===== src/rtl/rsf_pkg.sv =====
// Shared constants and types for the reset source flag block.
package rsf_pkg;

  // APB word offsets, byte addresses.
  localparam int            ADDR_W       = 12;
  localparam logic [11:0]   OFF_FLAGS    = 12'h000;
  localparam logic [11:0]   OFF_PROTECT  = 12'h004;
  localparam logic [11:0]   OFF_STATUS   = 12'h008;
  localparam logic [11:0]   OFF_CTRL     = 12'h00C;
  localparam logic [11:0]   OFF_BITOP    = 12'h010;

  // Reset cause flag positions and values.
  localparam int            LVI_BIT      = 0;
  localparam int            CLM_BIT      = 1;
  localparam int            WDT_BIT      = 4;
  localparam logic [7:0]    FLAGS_RESET  = 8'h00;
  localparam logic [7:0]    FLAGS_MASK   = 8'h13;

  // Protected write key and field positions of the helper registers.
  localparam logic [7:0]    PROTECT_KEY  = 8'hA5;
  localparam int            BITOP_IDX_LO = 0;
  localparam int            BITOP_VAL    = 8;
  localparam int            CTRL_ENTER   = 0;
  localparam int            CTRL_LV      = 1;
  localparam int            STAT_SB      = 0;
  localparam int            STAT_LV      = 1;
  localparam int            STAT_SYSRST  = 2;
  localparam int            STAT_STAB    = 3;
  localparam int            STAT_EMERG   = 4;
  localparam int            STAT_ARMED   = 5;
  localparam logic [31:0]   RDATA_ZERO   = 32'h0000_0000;

  // Timing at a 5 ns clock; least times round up.
  localparam int            CLK_PERIOD_NS = 5;
  localparam int            STAB_TIME_NS  = 50000;
  localparam int            HOLD_TIME_NS  = 100;
  localparam int            STAB_CYCLES   = (STAB_TIME_NS + CLK_PERIOD_NS - 1) / CLK_PERIOD_NS;
  localparam int            HOLD_CYCLES   = (HOLD_TIME_NS + CLK_PERIOD_NS - 1) / CLK_PERIOD_NS;

  // Reset sequencer states, Gray along hold, stabilisation, run.
  typedef enum logic [1:0] {
    SEQ_HOLD = 2'b00,
    SEQ_STAB = 2'b01,
    SEQ_RUN  = 2'b11
  } rsf_seq_state_t;

  // Standby states; bit 0 is standby, bit 1 is the low-voltage variant.
  typedef enum logic [1:0] {
    SB_RUN     = 2'b00,
    SB_IDLE    = 2'b01,
    SB_LV_IDLE = 2'b11
  } rsf_sb_state_t;

endpackage


===== src/rtl/rsf_seq_if.sv =====
// Interface between the register front end and the reset sequencer.
`timescale 1ns/1ps
`default_nettype none
interface rsf_seq_if;
  logic       wdt_req;
  logic       lvi_req;
  logic       clm_req;
  logic       sys_reset;
  logic       stab_wait;
  logic       emergency;
  logic [2:0] hit;

  modport front (output wdt_req, lvi_req, clm_req, input sys_reset, stab_wait, emergency, hit);
  modport seq   (input wdt_req, lvi_req, clm_req, output sys_reset, stab_wait, emergency, hit);
endinterface
`default_nettype wire


===== src/rtl/rsf_top.sv =====
// Reset source flag block: APB registers, reset sources and standby release.
//
// Notes on behaviour
// RULE1 - A non-maskable interrupt that ends sub-IDLE or low-voltage sub-IDLE always branches.
// RULE2 - A maskable wake branches or continues with interrupts enabled, and continues if disabled.
// RULE3 - A reset that ends either standby mode is an ordinary reset in every respect.
// RULE4 - Four reset sources exist, the low external pin being one of them.
// RULE5 - A second watchdog overflow requests a reset of the whole system.
// RULE6 - The low-voltage detector resets the system when its comparison calls for it.
// RULE7 - The oscillation stop monitor resets the system when the main oscillator stops.
// RULE8 - A watchdog overflow in the stabilisation wait starts the CPU on the internal clock.
// RULE9 - In emergency mode software touches only interrupt, port, watchdog and timer M registers.
// RULE10 - In emergency mode software does not run the serial ports from an external clock.
// RULE11 - The reset cause register takes a write only through the protected sequence.
// RULE12 - The reset cause register is reached by byte and by single-bit accesses.
// RULE13 - The external pin reset clears the reset cause register to zero.
// RULE14 - Watchdog flag sits in bit 4, clock stop in bit 1, low voltage in bit 0, others read 0.
// RULE15 - After a reset from another source the register is non-zero and names that source.
// RULE16 - An internal reset sets only its own flag and keeps the other flags.
//
// Design decisions made here: the register addresses and the APB register port.
`timescale 1ns/1ps
`default_nettype none
module rsf_top
  import rsf_pkg::*;
#(
  parameter int STAB_CYC = STAB_CYCLES,
  parameter int HOLD_CYC = HOLD_CYCLES
) (
  // Clock and external reset pin, the master clear.
  input  wire logic              pclk,
  input  wire logic              presetn,
  // APB slave.
  input  wire logic              psel,
  input  wire logic              penable,
  input  wire logic              pwrite,
  input  wire logic [ADDR_W-1:0] paddr,
  input  wire logic [31:0]       pwdata,
  input  wire logic [3:0]        pstrb,
  output logic                   pready,
  output logic [31:0]            prdata,
  output logic                   pslverr,
  // Reset requests from the watchdog, voltage detector and clock monitor.
  input  wire logic              watchdog_reset_request,
  input  wire logic              low_voltage_reset_request,
  input  wire logic              oscillation_stop_request,
  // Wake sources and CPU state during standby.
  input  wire logic              nmi_request,
  input  wire logic              maskable_request,
  input  wire logic              interrupts_enabled_state,
  input  wire logic              request_outranks_current,
  // System and clock control outputs.
  output logic                   system_reset,
  output logic                   stabilization_wait,
  output logic                   cpu_on_internal_clock,
  // Standby outputs.
  output logic                   standby_active,
  output logic                   low_voltage_standby,
  output logic                   wake_branch,
  output logic                   wake_continue
);

  if (STAB_CYC < 1 || HOLD_CYC < 1) begin : g_chk
    $error("rsf_top: stabilisation and hold counts must be at least one cycle.");
  end

  ////////////////////////////////////////////////////////////////////////////
  // State.

  typedef struct packed {
    logic [7:0]    flags;
    logic          armed;
    logic [2:0]    bit_idx;
    rsf_sb_state_t sb;
    logic          wake_branch;
    logic          wake_continue;
    logic          pready;
    logic [31:0]   prdata;
    logic          pslverr;
  } rsf_top_reg_t;

  rsf_top_reg_t r;
  rsf_top_reg_t next_r;
  rsf_seq_if    sq_if ();

  ////////////////////////////////////////////////////////////////////////////
  // Address decode.

  // Register map; every register is one 32-bit word with its data in bits 7:0, apart from the bit 8 value at 0x10.
  //   0x00  Reset cause flags; a write lands only as the transfer right after the key.
  //   0x04  Key; writing the key arms the next completed transfer, bit 0 reads armed.
  //   0x08  Status, read only: standby, low-voltage standby, system reset, stabilisation
  //         wait, emergency clock and armed, from bit 0 upwards.
  //   0x0C  Standby control; bit 0 enters standby, bit 1 picks the low-voltage variant.
  //         Entry is refused while the internal reset holds the system.
  //   0x10  Single-bit access; bits 2:0 pick a flag and bit 8 is the value to write.
  //         The index is always kept, the flag changes only when the key armed it,
  //         and a read returns the kept index above that flag's value.
  // Writes need byte lane 0, single-bit writes lane 1 as well; other writes are dropped.
  // Any completed transfer other than the key disarms, so a stray read between the key
  // and the flag write loses the key, which is the protection the flags rely on.
  // Unmapped offsets answer with an error and read zero; the only state they touch is the key, which they disarm.
  // Reserved flag bits are masked on every path, so they always read zero.

  function automatic logic is_mapped(input logic [ADDR_W-1:0] a);
    return (a == OFF_FLAGS) || (a == OFF_PROTECT) || (a == OFF_STATUS) ||
           (a == OFF_CTRL) || (a == OFF_BITOP);
  endfunction

  function automatic logic is_flag_write(input logic [ADDR_W-1:0] a);
    return (a == OFF_FLAGS) || (a == OFF_BITOP);
  endfunction

  // Status byte as software reads it.
  function automatic logic [7:0] status_byte(input rsf_sb_state_t sb,
                                             input logic          sys_rst,
                                             input logic          stab,
                                             input logic          emerg,
                                             input logic          armed);
    logic [7:0] s;
    s              = 8'h00;
    s[STAT_SB]     = sb[0];
    s[STAT_LV]     = sb[1];
    s[STAT_SYSRST] = sys_rst;
    s[STAT_STAB]   = stab;
    s[STAT_EMERG]  = emerg;
    s[STAT_ARMED]  = armed;
    return s;
  endfunction

  // Read word for an offset; unmapped offsets read zero.
  function automatic logic [31:0] read_word(input logic [ADDR_W-1:0] a,
                                            input rsf_top_reg_t      s,
                                            input logic [7:0]        stat);
    logic [31:0] w;
    w = RDATA_ZERO;
    unique case (a)
      OFF_FLAGS:   w = {24'h00_0000, s.flags & FLAGS_MASK}; // [RULE12] [RULE14]
      OFF_PROTECT: w = {31'h0000_0000, s.armed};
      OFF_STATUS:  w = {24'h00_0000, stat};
      OFF_CTRL:    w = {30'h0000_0000, s.sb};
      // Single-bit read of the last selected flag.
      OFF_BITOP:   w = {28'h000_0000, s.bit_idx, s.flags[s.bit_idx]}; // [RULE12]
      default:     w = RDATA_ZERO;
    endcase
    return w;
  endfunction

  // How the CPU resumes when an interrupt ends standby, as {branch, continue}.
  function automatic logic [1:0] wake_kind(input logic nmi,
                                           input logic maskable,
                                           input logic ei,
                                           input logic outranks);
    logic [1:0] k;
    k = 2'h0;
    if (nmi) begin
      k = 2'h2; // [RULE1]
    end else if (maskable && ei && outranks) begin
      k = 2'h2; // [RULE2]
    end else if (maskable) begin
      k = 2'h1; // [RULE2]
    end
    return k;
  endfunction

  ////////////////////////////////////////////////////////////////////////////
  // Reset sequencer.

  assign sq_if.wdt_req = watchdog_reset_request;
  assign sq_if.lvi_req = low_voltage_reset_request;
  assign sq_if.clm_req = oscillation_stop_request;

  rsf_seq #(
    .STAB_CYC (STAB_CYC),
    .HOLD_CYC (HOLD_CYC)
  ) u_seq (
    .pclk    (pclk),
    .presetn (presetn),
    .sq      (sq_if.seq)
  );

  ////////////////////////////////////////////////////////////////////////////
  // Next-state logic.

  logic       acc_done;
  logic       acc_start;
  logic [7:0] hw_set;
  logic [7:0] bit_sel;
  logic [7:0] stat_byte;

  always_comb begin
    acc_start = psel && penable && !r.pready;
    acc_done  = psel && penable && r.pready;
    hw_set    = 8'h00;
    hw_set[LVI_BIT] = sq_if.hit[0]; // [RULE14] [RULE15]
    hw_set[CLM_BIT] = sq_if.hit[1]; // [RULE14] [RULE15]
    hw_set[WDT_BIT] = sq_if.hit[2]; // [RULE14] [RULE15]
    bit_sel   = 8'h01 << pwdata[BITOP_IDX_LO +: 3];
    stat_byte = status_byte(r.sb, sq_if.sys_reset, sq_if.stab_wait, sq_if.emergency,
                            r.armed);

    next_r               = r;
    next_r.wake_branch   = 1'b0;
    next_r.wake_continue = 1'b0;
    next_r.pready        = acc_start;

    // Read data and error are captured with pready, one cycle into the access.
    if (acc_start) begin
      next_r.pslverr = !is_mapped(paddr);
      next_r.prdata  = RDATA_ZERO;
      if (!pwrite) begin
        next_r.prdata = read_word(paddr, r, stat_byte); // [RULE12] [RULE14]
      end
    end

    // Register writes take effect at the completing edge only.
    if (acc_done) begin
      // The key arms exactly the next transfer; any other transfer disarms.
      next_r.armed = 1'b0; // [RULE11]
      if (pwrite && pstrb[0]) begin
        unique case (paddr)
          OFF_PROTECT: begin
            next_r.armed = (pwdata[7:0] == PROTECT_KEY); // [RULE11]
          end
          OFF_FLAGS: begin
            if (r.armed) begin
              next_r.flags = pwdata[7:0] & FLAGS_MASK; // [RULE11] [RULE12]
            end
          end
          OFF_BITOP: begin
            if (pstrb[1]) begin
              next_r.bit_idx = pwdata[BITOP_IDX_LO +: 3];
              if (r.armed) begin
                if (pwdata[BITOP_VAL]) begin
                  next_r.flags = (r.flags | bit_sel) & FLAGS_MASK; // [RULE12]
                end else begin
                  next_r.flags = r.flags & ~bit_sel; // [RULE12]
                end
              end
            end
          end
          OFF_CTRL: begin
            if (pwdata[CTRL_ENTER] && r.sb == SB_RUN && !sq_if.sys_reset) begin
              next_r.sb = pwdata[CTRL_LV] ? SB_LV_IDLE : SB_IDLE;
            end
          end
          default: begin
          end
        endcase
      end
      if (!is_flag_write(paddr) && pwrite && paddr == OFF_PROTECT && pstrb[0]) begin
        next_r.armed = (pwdata[7:0] == PROTECT_KEY);
      end
    end

    // Hardware set wins over a software clear in the same cycle.
    next_r.flags = next_r.flags | hw_set; // [RULE16]

    // Standby release.
    if (sq_if.sys_reset) begin
      // A reset during standby is an ordinary reset.
      next_r.sb            = SB_RUN; // [RULE3]
      next_r.wake_branch   = 1'b0;
      next_r.wake_continue = 1'b0;
    end else if (r.sb != SB_RUN) begin
      if (nmi_request || maskable_request) begin
        next_r.sb = SB_RUN;
        {next_r.wake_branch, next_r.wake_continue} = wake_kind(nmi_request, maskable_request,
                                                               interrupts_enabled_state,
                                                               request_outranks_current);
      end
    end
  end

  ////////////////////////////////////////////////////////////////////////////
  // Registers; the pin reset clears every flag.

  always_ff @(posedge pclk or negedge presetn) begin
    if (!presetn) begin
      r.flags         <= FLAGS_RESET; // [RULE13] [RULE4]
      r.armed         <= 1'b0;
      r.bit_idx       <= 3'h0;
      r.sb            <= SB_RUN;
      r.wake_branch   <= 1'b0;
      r.wake_continue <= 1'b0;
      r.pready        <= 1'b0;
      r.prdata        <= RDATA_ZERO;
      r.pslverr       <= 1'b0;
    end else begin
      r <= next_r;
    end
  end

  ////////////////////////////////////////////////////////////////////////////
  // Outputs.

  assign pready                = r.pready;
  assign prdata                = r.prdata;
  assign pslverr               = r.pslverr;
  assign system_reset          = sq_if.sys_reset;
  assign stabilization_wait    = sq_if.stab_wait;
  assign cpu_on_internal_clock = sq_if.emergency; // [RULE8]
  assign standby_active        = r.sb[0];
  assign low_voltage_standby   = r.sb[1];
  assign wake_branch           = r.wake_branch;
  assign wake_continue         = r.wake_continue;

endmodule
`default_nettype wire


===== src/rtl/rsf_seq.sv =====
// Reset sequencer: reset hold, stabilisation wait and emergency mode.
`timescale 1ns/1ps
`default_nettype none
module rsf_seq
  import rsf_pkg::*;
#(
  parameter int STAB_CYC = STAB_CYCLES,
  parameter int HOLD_CYC = HOLD_CYCLES
) (
  // Clock and pin reset.
  input  wire logic pclk,
  input  wire logic presetn,
  // Link to the front end.
  rsf_seq_if.seq    sq
);

  localparam int CW = $clog2(STAB_CYC + HOLD_CYC + 1);

  if (STAB_CYC < 1 || HOLD_CYC < 1) begin : g_chk
    $error("rsf_seq: stabilisation and hold counts must be at least one cycle.");
  end

  typedef struct packed {
    rsf_seq_state_t  state;
    logic [CW-1:0]   cnt;
    logic            sys_reset;
    logic            emergency;
    logic            stab_wait;
    logic [2:0]      hit;
  } rsf_seq_reg_t;

  rsf_seq_reg_t r;
  rsf_seq_reg_t next_r;

  always_comb begin
    next_r     = r;
    // Hit bits report accepted sources: 0 low voltage, 1 clock stop, 2 watchdog.
    next_r.hit = {sq.wdt_req && (r.state != SEQ_STAB), sq.clm_req, sq.lvi_req}; // [RULE16]
    unique case (r.state)
      SEQ_HOLD: begin
        if (r.cnt == '0) begin
          next_r.state     = SEQ_STAB;
          next_r.cnt       = CW'(STAB_CYC - 1);
          next_r.sys_reset = 1'b0;
        end else begin
          next_r.cnt = r.cnt - 1'b1;
        end
      end
      SEQ_STAB: begin
        if (sq.wdt_req) begin
          // Main oscillator judged faulty: run on the internal clock.
          next_r.emergency = 1'b1; // [RULE8]
          next_r.state     = SEQ_RUN;
        end else if (sq.lvi_req || sq.clm_req) begin
          next_r.state     = SEQ_HOLD; // [RULE6] [RULE7]
          next_r.cnt       = CW'(HOLD_CYC - 1);
          next_r.sys_reset = 1'b1;
          next_r.emergency = 1'b0;
        end else if (r.cnt == '0) begin
          next_r.state = SEQ_RUN;
        end else begin
          next_r.cnt = r.cnt - 1'b1;
        end
      end
      SEQ_RUN: begin
        if (sq.wdt_req || sq.lvi_req || sq.clm_req) begin
          next_r.state     = SEQ_HOLD; // [RULE4] [RULE5] [RULE6] [RULE7]
          next_r.cnt       = CW'(HOLD_CYC - 1);
          next_r.sys_reset = 1'b1;
          next_r.emergency = 1'b0;
        end
      end
      default: begin
        next_r.state = SEQ_STAB;
        next_r.cnt   = CW'(STAB_CYC - 1);
      end
    endcase
    // Registered copy of the state decode, so the output comes from a flop.
    next_r.stab_wait = (next_r.state == SEQ_STAB);
  end

  always_ff @(posedge pclk or negedge presetn) begin
    if (!presetn) begin
      r.state     <= SEQ_STAB;
      r.cnt       <= CW'(STAB_CYC - 1);
      r.sys_reset <= 1'b0;
      r.emergency <= 1'b0;
      r.stab_wait <= 1'b1;
      r.hit       <= 3'h0;
    end else begin
      r <= next_r;
    end
  end

  assign sq.sys_reset = r.sys_reset;
  assign sq.stab_wait = r.stab_wait;
  assign sq.emergency = r.emergency;
  assign sq.hit       = r.hit;

endmodule
`default_nettype wire


===== config.mk =====
export PLATFORM = sky130hd
export DESIGN_NAME = rsf_top
export DESIGN_NICKNAME = d
export VERILOG_FILES = /design/src/rtl/rsf_pkg.sv /design/src/rtl/rsf_seq_if.sv /design/src/rtl/rsf_top.sv /design/src/rtl/rsf_seq.sv
export SDC_FILE = /design/constraint.sdc
export NUM_CORES = 1
export LEC_CHECK = 0
export BUFFER_PORTS_ARGS = -buffer_cell sky130_fd_sc_hd__buf_2
export CORE_MARGIN = 10
export CORE_UTILIZATION = 43
export CTS_BUF_LIST = sky130_fd_sc_hd__clkbuf_8
export CTS_CLUSTER_DIAMETER = 150
export DETAILED_ROUTE_END_ITERATION = 8
export PLACE_DENSITY = 0.73
export SETUP_SLACK_MARGIN = 0.05
export SLEW_MARGIN = 30
export SYNTH_ARGS = -nofsm -noshare
export SYNTH_HDL_FRONTEND = slang
export SYNTH_SLANG_ARGS = --single-unit
export TNS_END_PERCENT = 50

===== constraint.sdc =====
create_clock -name pclk -period 2.1 [get_ports pclk]
set_clock_uncertainty 0.05 [all_clocks]
set_input_delay 0.105 -clock pclk [delete_from_list [all_inputs] [get_ports pclk]]
set_output_delay 0.105 -clock pclk [all_outputs]
set_load 0.02 [all_outputs]

Word level (Yosys, flattened, before mapping):

Cells that the tools add are included.

* register bits: 72
* bits of input ports: 60
* output and inout bits: 41

* $add $sub $neg: 1
* order comparisons: 1
* equal/unequal tests: 15
* shift-type cells: 1
* multiplexer cells: 38
* bitwise operators: 4
* reduce and logical (&&, ||, !) cells: 36

Operators with widths (number)
* 2-to-1 mux 14 bit: 4
* case mux 16 bit (3 select lines): 1
* 2-to-1 mux 32 bit: 1
* 2-to-1 mux 8 bit: 4
* case mux 6 bit (5 select lines): 1
* equality test 12 x 4 -> 1 bit, second input constant: 2
* 2-to-1 mux 18 bit: 1
* 2-to-1 mux 2 bit: 9
* 2-to-1 mux 16 bit: 1
* case mux 8 bit (2 select lines): 1
* 2-to-1 mux 15 bit: 1
* zero test 14 bit: 1
* subtractor 14 x 1 -> 14 bit, second input constant: 1
* equality test 12 x 3 -> 1 bit, second input constant: 1
* equality test 12 x 5 -> 1 bit, second input constant: 1
* logical AND 1 bit: 12
* zero test 12 bit: 1
* 2-to-1 mux 4 bit: 3
* logical OR 1 bit: 9
* bitwise AND 8 bit: 1
* equality test 8 bit, second input constant: 1
* inequality test 2 x 1 -> 1 bit, second input constant: 4
* NOT 8 bit: 1
* bitwise OR 8 x 5 -> 8 bit: 1
* 20 further kinds: 33

Longest topological paths before layout:

Gate-level depths: netlist of run 1.

* depth in word-level cells: 13
* depth in mapped cells: 8
* gate-level depth less buffers: 7

Hierarchy:

From an unflattened synthesis of run 1, not the netlist that was laid out.

* cell total of the unflattened synthesis: 321
* area, all modules: 2954.1 µm²

Modules (own cells, without submodules)
* rsf_top: instances 1, cells an instance 184, area an instance 1691.6 µm², seq. area each 600.6 µm²
* rsf_seq: instances 1, cells an instance 137, area an instance 1262.5 µm², seq. area each 563.0 µm²

Worst setup path after synthesis of run 1:

Ideal clock, no wire load.

* kind: register -> register
* start point: register u_seq.r[12] (netlist name)
* end point: register u_seq.r[10] (netlist name)
* arrival time: 1.865 ns
* required time: 1.974 ns
* setup slack: 0.109 ns
* stages on the path, launching flop included: 8
* path buffers: 2
* cells stage by stage: dfrtp_1 nor3_2 nand3b_2 o41ai_2 buf_4 buf_4 nand2_1 o21ai_1

* longest elaborated chain between the ends: 3

RTL lines
* from (decl): line rsf_seq.sv:32 `rsf_seq_reg_t r;`
* from (signal assigned): line rsf_seq.sv:91 `r <= next_r;`
* zero test 14 bit *: line rsf_seq.sv:41, rsf_seq.sv:59
* inequality test 3 bit (no line) / 2-to-1 mux 14 bit (equally long branches)
* AND reduction 3 bit (no line) / case mux 16 bit (3 select lines) (equally long branches)

Mark *: on every way between the ends. The rest lies on a longest branch, timed or not.
A chain may end at the register's enable or synchronous reset.

Worst setup path in the final report of run 1:

* start point: register u_seq.r[6] (netlist name)
* end point: register u_seq.r[13] (netlist name)

* longest elaborated chain between the ends: 5

RTL lines
* subtractor 14 x 1 -> 14 bit: line rsf_seq.sv:46, rsf_seq.sv:62
* 2-to-1 mux 14 bit: line rsf_seq.sv:59 `end else if (r.cnt == '0) begin`
* 2-to-1 mux 16 bit: line rsf_seq.sv:54 `end else if (sq.lvi_req || sq.clm_req) begin`
* 2-to-1 mux 15 bit: line rsf_seq.sv:50 `if (sq.wdt_req) begin`
* case mux 16 bit (3 select lines): line rsf_seq.sv:39 `unique case (r.state)`

Parallel ways exist; a longest one is shown, timed or not. The select of a mux whose other input is x is not followed.

==> results of run 1 <==
cells in the final DEF, fill, tap and decap left out, types with 3 or more instances in the layout:
| cell | instances |
|---|---|
| a21boi_0 | 7 |
| a21oi_1 | 8 |
| a22o_1 | 4 |
| a31oi_1 | 6 |
| a32o_1 | 3 |
| a32oi_1 | 4 |
| and3_1 | 3 |
| buf_2 | 49 |
| buf_4 | 17 |
| clkbuf_8 | 6 |
| conb_1 | 26 |
| dfrtp_1 | 36 |
| dfstp_2 | 10 |
| dlygate4sd3_1 | 5 |
| inv_1 | 11 |
| mux2_2 | 4 |
| mux2i_1 | 6 |
| nand2_1 | 26 |
| nand2b_1 | 5 |
| nand3_1 | 9 |
| nand4_1 | 4 |
| nor2_1 | 26 |
| nor2b_1 | 6 |
| nor3_1 | 10 |
| nor3b_1 | 5 |
| nor4_1 | 4 |
| nor4_4 | 3 |
| o21ai_0 | 24 |
| o21ai_1 | 6 |
| o31ai_1 | 3 |
| or2_2 | 4 |
| or4_1 | 3 |
per-layer routing:
metal  up-vias  share of wire [%]  global-route usage, %
li1       1241                  -                      -
met1      1241                 43                   17.4
met2        82                 49                   22.3
met3        10                7.3                   4.29
met4         0                1.0                   4.06
met5         -                  0                      0
state kept, by name (all words and copies together) (netlist names), 3 cells and up:
| name | count |
|---|---|
| u_seq.sq.hit | 3 |
| prdata | 6 |
| r | 12 |
| u_seq.r | 16 |
worst paths after layout:
check | from | to | depth (start not counted)
min in group asynchronous | presetn | r[45]$_DFFE_PN0P_ | 3
min | pwdata[3] | r[41]$_DFFE_PN0P_ | 4
max in group asynchronous | presetn | wake_continue$_DFF_PN0_ | 3
min reg2reg | u_seq.sq.hit[1]$_DFF_PN0_ | r[43]$_DFF_PN0_ | 1
max reg2reg | u_seq.r[6]$_DFFE_PN1P_ | u_seq.r[13]$_DFFE_PN0P_ | 7
max | u_seq.r[6]$_DFFE_PN1P_ | u_seq.r[13]$_DFFE_PN0P_ | 7
stage by stage:
step	hold slack (ns)	setup slack [ns]	total power, mW
final	0.0569	0.117	3.11
after global routing	0.0520	0.0691	3.33
after CTS	0.0478	0.0783	3.08
after detailed placement	0.186	0.0939	2.49
after global placement	0.181	0.106	2.46
after floorplan	-0.241	0.109	2.12
power by group:
group	switching (mW)	internal, mW
clock	0.307	0.265
sequential	0.217	1.10
combinational	0.688	0.533
worst min-delay path, stage by stage:
cell and delay (ns):
buf_2 0.08, nor2_1 0.03, nand4_1 0.08, o21ai_0 0.08
synth_stat cells, drive strengths merged, types with 2 or more instances:
library cell	instances
a21oi	8
nor4	7
nor3b	5
mux2i	6
clkbuf	8
a211oi	2
buf	35
a22o	4
nor2	26
o22a	2
nand2b	5
a32o	3
inv	11
a31oi	6
ha	2
dfrtp	36
nand4	4
dfstp	10
and2	4
a32oi	4
o31a	2
or2	4
or4	4
o21ai	30
mux2	4
or3	2
a21boi	7
nand3	11
nor2b	6
o31ai	3
a22oi	2
nand2	26
nor4b	2
nor3	11
nand3b	2
and3	3
kinds of logic after synthesis:
kind of cell    synth area share [%]
compound gates                  19.5
xor+xnor                       0.593
fa+ha+maj                      0.847
buf+inv                         11.8
flops                           39.4
mux                             4.32
other cells                    0.127
simple gates                    23.5
repair_timing:
item | in CTS | in global routing
buffers inserted | 0 | 1
gates resized for setup | 0 | 1
hold buffers | 5 | 0
endpoints found under the hold margin | 39 | 0
endpoints found under the setup margin | 0 | 13
cell type report:
type	instances	area [sq um]
inverter	11	41.3
tap	80	100
fill	638	3350
clock inverter	2	12.5
clock buffer	6	82.6
sequential	46	1160
multi-input combinational	249	1550
timing repair buffer	71	423
==> flow_metrics.py, run 1 <==
metrics = {
    "finish": {
        "instances_no_fill": 465,
        "fin_area_sq_mm": 0.00337,
        "insertedDiodeCount": 0,
        "syn_to_final_growth_pct": 14.0,
        "drive_above_1_share_pct": 27.0,
        "nets": 446,
        "final_util_pct": 50.1,
    },
    "sta": {
        "rsz0062_at_grt": "no",
        "setup_viol": 0,
        "finalHoldViolCount": 0,
        "slew-limit-headroom_pct": 60.1,
        "finalSetupTns_ns": 0,
        "drv_slew": 0,
        "worst_pin_slew_ns": 0.599,
        "fmax_mhz": 504,
        "period_share_pct": 94.4,
        "period_minus_slack_ns": 1.98,
    },
    "power_and_ir_drop": {
        "ir_drop_mv": 0.581,
        "leakagePower_nw": 1.52,
        "power_density_mw_per_mm2": 922,
    },
    "placement": {
        "place_congestion": 0.877,
        "place_area_sq_mm": 0.00321,
        "dp_hpwl_microns": 5730,
        "numPortBuffers": 49,
        "dp_cells": 451,
    },
    "routing": {
        "routedWlPerCell_microns": 16.4,
        "via_per_inst": 5.54,
        "drc": 0,
        "routed-via-count": 2574,
        "dr.first_iter.drc_count": 96,
        "drt_pass1_iterations": 4,
        "wirelength_microns": 7640,
        "ant_nets": 0,
    },
    "job": {
        "drv_cap": 0,
    },
    "floorplan": {
        "die_h_microns": 103,
        "num_rows": 30,
        "die_w_microns": 103,
        "io_pins": 101,
        "dieArea_sq_mm": 0.0106,
        "start_util_pct": 44.0,
        "core_sq_mm": 0.00672,
    },
    "synth": {
        "syn_avg_cell_area_sq_um": 9.12,
        "synth_top_cell_by_area": "dfrtp_1",
        "synth_seq_cells": 46,
        "syn_area_sq_mm": 0.00296,
        "synth_edf_count": 0,
        "synthFlopType": "dfrtp_1",
        "ys_seq_area_share_pct": 39.4,
        "synthTopCellsByArea": "dfrtp_1 30%, dfstp_2 8.9%, buf_4 8.6%, o21ai_0 4.1%, nand2_1 3.3%",
        "synth.distinct_cells": 64,
        "netlist_instances": 324,
        "ys_warn_count": 0,
        "async_reset_ff_share_pct": 100,
        "synth_top_area_share_pct": 30.5,
    },
    "global_route": {
        "grt_max_degree": 47,
        "antenna_found_initial": 0,
        "grt_pass1_vias": 2501,
        "overflow": 0,
        "grt_first_pass_wirelength_microns": 11900,
        "grt_use_total_pct": 13.9,
    },
    "worst_setup_path": {
        "critPathRequiredTime_ns": 2.28,
        "reg2reg_slack_ns": 0.12,
        "crit_path_cell_trace": "inv_1 > ha_1 > nand3_2 > o41ai_2 > buf_4 > or4_1 > a21oi_1",
        "critPathBufInv": 2,
        "cp_top_family": "flip-flops",
        "path_class": "reg -> reg",
        "worstSetupStartpointType": "flip-flop",
        "critPathCaptureType": "flip-flop",
        "arrival_ns": 2.17,
        "cp_max_fo": 11,
        "slowest_delay_ns": 0.57,
        "slowest_stage": "dfstp_2",
    },
    "clocking": {
        "cts.sinks": 46,
        "cts_buffer_depth": 2,
        "clk_pin_slew_ns": 0.09,
        "cts-root-buf": "clkbuf_8",
        "clkLatencyLatePin_ns": 0.31,
        "cts_tree": "yes",
        "htree_num_levels": 2,
        "numCtsBuffers": 5,
    },
    "status": {
        "status": "complete, no violations",
    },
    "worst_hold_path": {
        "min-delay-path-class": "in -> reg",
    },
}
Note: power is estimated with default switching activity, not from simulation.
==> run 2, diff against run 1 <==
--- a/config.mk
+++ b/config.mk
@@ -5,13 +5,14 @@
 export SDC_FILE = /design/constraint.sdc
 export NUM_CORES = 1
 export LEC_CHECK = 0
+export ABC_AREA = 1
 export BUFFER_PORTS_ARGS = -buffer_cell sky130_fd_sc_hd__buf_2
 export CORE_MARGIN = 10
 export CORE_UTILIZATION = 43
 export CTS_BUF_LIST = sky130_fd_sc_hd__clkbuf_8
 export CTS_CLUSTER_DIAMETER = 150
 export DETAILED_ROUTE_END_ITERATION = 8
-export PLACE_DENSITY = 0.73
+export PLACE_DENSITY = 0.72
 export SETUP_SLACK_MARGIN = 0.05
 export SLEW_MARGIN = 30
 export SYNTH_ARGS = -nofsm -noshare
==> run 2 against run 1 <==
Net effect:
- final cell count rose by 35%
- first-iteration DRC count rose by 52%
- non-clock buffer count fell by 16
- flip-flop and latch count did not move
- area after synthesis rose by 10%
- synthesized cell count rose by 47%
- utilization fell by 0.80 points
- total power rose by 7.2%
- critical endpoint is now u_seq.r[11]$_DFFE_PN0P_
==> flow_metrics.py, run 2 <==
metrics = {
    "floorplan": {
        "core_sq_mm": 0.00729,
        "io_pins": 101,
        "num_rows": 31,
        "dieArea_sq_mm": 0.0115,
        "die_h_microns": 107,
        "die_w_microns": 107,
        "start_util_pct": 44.7,
    },
    "sta": {
        "period_share_pct": 85.9,
        "period_minus_slack_ns": 1.80,
        "whs_ns": 0.0225,
        "finalSetupTns_ns": 0,
        "slew-limit-headroom_pct": 61.6,
        "drv_slew": 0,
        "worst_pin_slew_ns": 0.576,
        "fmax_mhz": 554,
        "finalHoldViolCount": 0,
        "setup_viol": 0,
        "rsz0062_at_grt": "no",
    },
    "synth": {
        "ys_seq_area_share_pct": 35.7,
        "synthFlopType": "dfrtp_1",
        "netlist_instances": 475,
        "async_reset_ff_share_pct": 100,
        "synth_common_cells": "130 x nand2_1, 60 x inv_1, 60 x nor2_1",
        "synthTopCellsByArea": "dfrtp_1 28%, nand2_1 15%, dfstp_2 8.1%, nand3_1 7.7%, buf_4 7.6%",
        "synth_seq_cells": 46,
        "synth_edf_count": 0,
        "syn_avg_cell_area_sq_um": 6.86,
        "synth.distinct_cells": 40,
        "synth_top_area_share_pct": 27.6,
        "syn_area_sq_mm": 0.00326,
        "yosysMostFrequentCell": "nand2_1",
        "ys_warn_count": 0,
        "synth_top_cell_by_area": "dfrtp_1",
    },
    "placement": {
        "place_area_sq_mm": 0.00346,
        "place_congestion": 0.914,
        "dp_cells": 613,
        "dp_hpwl_microns": 6270,
        "numPortBuffers": 49,
    },
    "status": {
        "status": "complete, no violations",
    },
    "job": {
        "drv_cap": 0,
    },
    "worst_setup_path": {
        "path_class": "reg -> reg",
        "critPathCaptureType": "flip-flop",
        "r2r-start": "u_seq.r[6]$_DFFE_PN1P_",
        "worstSetupStartpointType": "flip-flop",
        "cp_max_fo": 6,
        "crit_path_start": "u_seq.r[6]$_DFFE_PN1P_",
        "arrival_ns": 1.97,
        "critPathRequiredTime_ns": 2.27,
    },
    "global_route": {
        "grt_first_pass_wirelength_microns": 13300,
        "grt_pass1_vias": 2978,
        "antenna_found_initial": 0,
        "grt_use_total_pct": 13.8,
        "grt_max_degree": 47,
        "overflow": 0,
    },
    "worst_hold_path": {
        "hold_start": "penable",
        "min-delay-path-class": "in -> reg",
    },
    "finish": {
        "insertedDiodeCount": 0,
        "drive_above_1_share_pct": 18.2,
        "seqCellArea_sq_mm": 0.00116,
        "reg.largest.list": "u_seq.r (16), r (12), prdata (6)",
        "final_util_pct": 49.3,
        "instances_no_fill": 626,
        "final_cell_mix": "130 x nand2_1, 60 x inv_1, 60 x nor2_1",
        "final_common_cell": "nand2_1",
        "fin_area_sq_mm": 0.00360,
        "nets": 588,
        "regMostFlops": "u_seq.r",
        "largest_register_ffs": 16,
        "syn_to_final_growth_pct": 10.4,
        "nFillCells": 760,
        "multi_input_area_sq_mm": 0.00165,
    },
    "routing": {
        "ant_nets": 0,
        "wirelength_microns": 7840,
        "dr.first_iter.drc_count": 146,
        "routed-via-count": 3012,
        "routedWlPerCell_microns": 12.5,
        "drc": 0,
        "via_per_inst": 4.81,
        "drt_pass1_iterations": 4,
    },
    "clocking": {
        "clk_pin_slew_ns": 0.10,
        "cts_setup_buffers": 0,
        "cts_resized": 0,
        "cts-root-buf": "clkbuf_8",
        "cts.sinks": 46,
        "cts_buffer_depth": 2,
        "clkLatencyLatePin_ns": 0.30,
        "cts_tree": "yes",
        "htree_num_levels": 2,
        "numCtsBuffers": 5,
    },
    "power_and_ir_drop": {
        "ir_drop_mv": 0.730,
        "power_density_mw_per_mm2": 926,
        "leakagePower_nw": 1.99,
    },
}
[run 2: cell count changes in the layout (fill, tap and decap cells not counted), sizes merged, moves of 5 or more]
cell,change
nor2,+43
buf,-16
inv,+54
nor4,-6
nand3,+41
nand2b,-5
a31oi,-5
a21boi,-6
nor3b,-5
nor2b,-6
nand2,+108
mux2i,-6
[run 2: per-stage QoR]
step / power [mW] / worst slack (ns)
2_1_floorplan: 2.47 / 0.556
4_1_cts: 3.35 / 0.332
5_1_grt: 3.64 / 0.175
6_report: 3.33 / 0.295
3_3_place_gp: 2.74 / 0.407
3_5_place_dp: 2.78 / 0.340
[run 2: timing repair]
item / 4_1_cts / 5_1_grt
endpoints found under the setup margin: 0 / 0
hold endpoints to repair: 39 / 0
hold buffers: 5 / 0
[run 2: routing by layer]
layer  vias up  part of all wire (%)  global-route usage (%)
met5         -                     0                       0
met4         0                   1.9                    5.32
met3        16                   6.2                    3.65
met2        84                    49                    23.5
met1      1371                    43                    16.2
li1       1541                     -                       -
[run 2: final cells by class]
cell class | instances | area share, %
well taps | 99 | 3.44
clock inverters | 3 | 0.591
multi-input cells | 351 | 46.0
repair buffers | 55 | 8.41
inverters | 67 | 7.34
flip-flops and latches | 46 | 32.3
clock buffers | 5 | 1.91
[run 2: logic make-up after synthesis]
| group | Yosys count | share of synthesized area, % |
|---|---|---|
| and+or+nand+nor | 272 | 37.9 |
| buffers and inverters | 103 | 16.4 |
| AOI/OAI and AO/OA | 46 | 7.80 |
| DFF | 46 | 35.7 |
| xor gates and xnor gates | 5 | 1.34 |
| adders and majority gates | 2 | 0.768 |
| other | 1 | 0.115 |
[run 2: worst paths after layout]
kind / to / slack (ns) / depth (start not counted)
max: u_seq.r[11]$_DFFE_PN0P_ / 0.30 / 8
min: pready$_DFF_PN0_ / 0.02 / 3
max reg2reg: u_seq.r[11]$_DFFE_PN0P_ / 0.30 / 8
min reg2reg: r[42]$_DFF_PN0_ / 0.41 / 2
max in group asynchronous: u_seq.r[12]$_DFFE_PN0P_ / 1.23 / 3
min in group asynchronous: wake_continue$_DFF_PN0_ / 0.37 / 3
[run 2: worst max-delay path, cell delays in order (launching register included)]
cell and delay (ns):
dfstp_2 0.54, inv_1 0.09, ha_1 0.25, inv_1 0.08
nor2_1 0.05, nand3_1 0.15, nand2_1 0.11, nand2_1 0.21
a21boi_1 0.20
[run 2: where the power goes]
group | internal (mW) | leakage [nW] | total [mW] | switching (mW)
clock | 0.234 | 0.0441 | 0.548 | 0.313
combinational | 0.492 | 1.39 | 1.49 | 0.995
sequential | 1.14 | 0.551 | 1.30 | 0.162
==> run 3, diff against run 2 <==
==> constraint.sdc (replaced) <==
create_clock -name pclk -period 1.6 [get_ports pclk]
set_clock_uncertainty 0.05 [all_clocks]
set_input_delay 0.08 -clock pclk [delete_from_list [all_inputs] [get_ports pclk]]
set_output_delay 0.08 -clock pclk [all_outputs]
set_load 0.02 [all_outputs]
==> run 3 against run 2 <==
Net effect:
- die area is the same
- hold slack lost 0.014 ns
- critical endpoint is now u_seq.r[10]$_DFFE_PN0P_
- the flow now finishes with violations (setup timing)
- worst setup slack lost 0.30 ns
- largest power group unchanged
- register-to-register slack lost 0.30 ns
- global-route usage grew 1.3 points
- clock power grew 22%
- final cell count grew 5.1%
- sequential power grew 33%
- largest cell class unchanged
- wire length grew 15%
- sequential share of layout area shrank 4.1 points
- final area grew 15%
- non-clock buffer count grew 32
==> flow_metrics.py, run 3 (synthesis results as in run 2) <==
metrics = {
    "routing": {
        "drc": 0,
        "dr.first_iter.drc_count": 181,
        "routedWlPerCell_microns": 13.7,
        "ant_nets": 0,
        "wirelength_microns": 9050,
        "drt_pass1_iterations": 4,
        "via_per_inst": 4.91,
        "routed-via-count": 3228,
    },
    "finish": {
        "final_common_cell": "nand2_1",
        "regMostFlops": "u_seq.r",
        "largest_register_ffs": 16,
        "drive_above_1_share_pct": 31.3,
        "nets": 621,
        "final_cell_mix": "122 x nand2_1, 55 x inv_1, 49 x buf_2",
        "insertedDiodeCount": 0,
        "fin_area_sq_mm": 0.00413,
        "reg.largest.list": "u_seq.r (16), r (12), prdata (6)",
        "syn_to_final_growth_pct": 26.8,
        "nFillCells": 693,
    },
    "global_route": {
        "grt_max_degree": 24,
        "grt_use_total_pct": 15.1,
        "overflow": 0,
        "grt_first_pass_wirelength_microns": 14400,
        "grt_pass1_vias": 3083,
        "antenna_found_initial": 0,
    },
    "worst_setup_path": {
        "critPathRequiredTime_ns": 1.75,
        "reg2reg_slack_ns": -0.002,
        "worstSetupStartpointType": "flip-flop",
        "cp_max_fo": 3,
        "path_class": "reg -> reg",
        "critPathCaptureType": "flip-flop",
        "arrival_ns": 1.75,
    },
    "clocking": {
        "cts_tree": "yes",
        "numCtsBuffers": 5,
        "clkLatencyLatePin_ns": 0.30,
        "cts_buffer_depth": 2,
        "clk_pin_slew_ns": 0.08,
        "htree_num_levels": 2,
        "cts-root-buf": "clkbuf_8",
        "cts.sinks": 46,
    },
    "status": {
        "violations": "setup timing",
        "status": "complete, but fails checks",
    },
    "power_and_ir_drop": {
        "ir_drop_mv": 1.05,
        "leakagePower_nw": 2.18,
        "power_density_mw_per_mm2": 1290,
        "p_total_mw": 5.35,
    },
    "placement": {
        "numPortBuffers": 49,
        "place_congestion": 0.922,
        "dp_hpwl_microns": 6610,
        "place_area_sq_mm": 0.00363,
    },
    "sta": {
        "slew-limit-headroom_pct": 65.7,
        "worst_pin_slew_ns": 0.514,
        "setup_viol": 2,
        "period_minus_slack_ns": 1.60,
        "finalHoldViolCount": 0,
        "fmax_mhz": 624,
        "worst_slack_ns": -0.00230,
        "rsz0062_at_grt": "yes",
        "drv_slew": 0,
        "period_share_pct": 100,
    },
    "floorplan": {
        "num_rows": 31,
        "die_w_microns": 107,
        "io_pins": 101,
        "start_util_pct": 44.7,
        "dieArea_sq_mm": 0.0115,
        "core_sq_mm": 0.00729,
        "die_h_microns": 107,
    },
    "worst_hold_path": {
        "min-delay-path-class": "in -> reg",
    },
    "job": {
        "drv_cap": 0,
    },
}
## run 3: cell count changes in the layout (fill, tap and decap cells not counted), sizes merged
| cell | before | now |
|---|---|---|
| inv | 65 | 66 |
| clkinv | 4 | 2 |
| dlygate4sd3 | 5 | 8 |
| nand2 | 134 | 135 |
| buf | 50 | 79 |
## run 3: timing repair
| item | CTS | global route |
|---|---|---|
| setup buffers | 5 | 5 |
| pin swaps | 7 | 17 |
| endpoints found under the hold margin | 17 | 0 |
| hold buffers | 8 | 0 |
| setup endpoints to repair | 15 | 19 |
| cloned | 1 | 0 |
| gates resized for setup | 25 | 50 |
## run 3: final timing paths
kind / startpoint / to / cells past startpoint
min: pwdata[6] / r[41]$_DFFE_PN0P_ / 4
max: u_seq.r[6]$_DFFE_PN1P_ / u_seq.r[10]$_DFFE_PN0P_ / 11
min reg2reg: u_seq.sq.hit[0]$_DFF_PN0_ / r[42]$_DFF_PN0_ / 2
max reg2reg: u_seq.r[6]$_DFFE_PN1P_ / u_seq.r[10]$_DFFE_PN0P_ / 11
min in group asynchronous: presetn / u_seq.r[21]$_DFF_PN0_ / 2
max in group asynchronous: presetn / u_seq.sq.stab_wait$_DFF_PN1_ / 3
## run 3: worst max-delay path, cell delays in order (launching register included)
cell,delay [ns]
dfstp_2,0.38
inv_2,0.09
ha_4,0.16
inv_1,0.05
nor2_1,0.09
nand2_1,0.10
nor2_4,0.15
nand3_2,0.13
nand3_1,0.10
nand3_1,0.09
nand2_2,0.08
o21ai_2,0.05
## run 3: per-layer routing
metal  up-vias  track usage [%]  wire length (microns)
met1      1469             17.7                   3630
met5         -                0                      0
li1       1618                -                      -
met4         0             5.61                    216
met2       116             25.6                   4490
met3        25             4.13                    705
## run 3: stage by stage
step	TNS [ns]	setup slack [ns]	utilization, %	std cells	hold slack [ns]
floorplan	0	0.0558	-	500	-0.266
global placement	-0.0867	-0.0348	49.7	632	0.0270
detailed placement	-0.388	-0.0660	49.7	632	0.0343
CTS	0	0.00178	53.7	653	0.00236
global route	-0.422	-0.104	56.7	658	0.00524
finish	-0.00371	-0.00230	56.7	658	0.00858
## run 3: layout make-up
| class | count | area [sq um] | area share (%) |
|---|---|---|---|
| Clock buffer | 5 | 68.8 | 1.67 |
| Clock inverter | 2 | 10.0 | 0.242 |
| Inverter | 67 | 273 | 6.60 |
| Multi-Input combinational cell | 352 | 1900 | 46.1 |
| Sequential cell | 46 | 1170 | 28.2 |
| Tap cell | 99 | 124 | 3.00 |
| Timing Repair Buffer | 87 | 587 | 14.2 |
## run 3: report_power, final
group | internal, mW | switching [mW] | total (mW)
Clock | 0.294 | 0.377 | 0.670
Sequential | 1.49 | 0.236 | 1.73
Combinational | 1.14 | 1.81 | 2.95
Total | 2.93 | 2.42 | 5.35
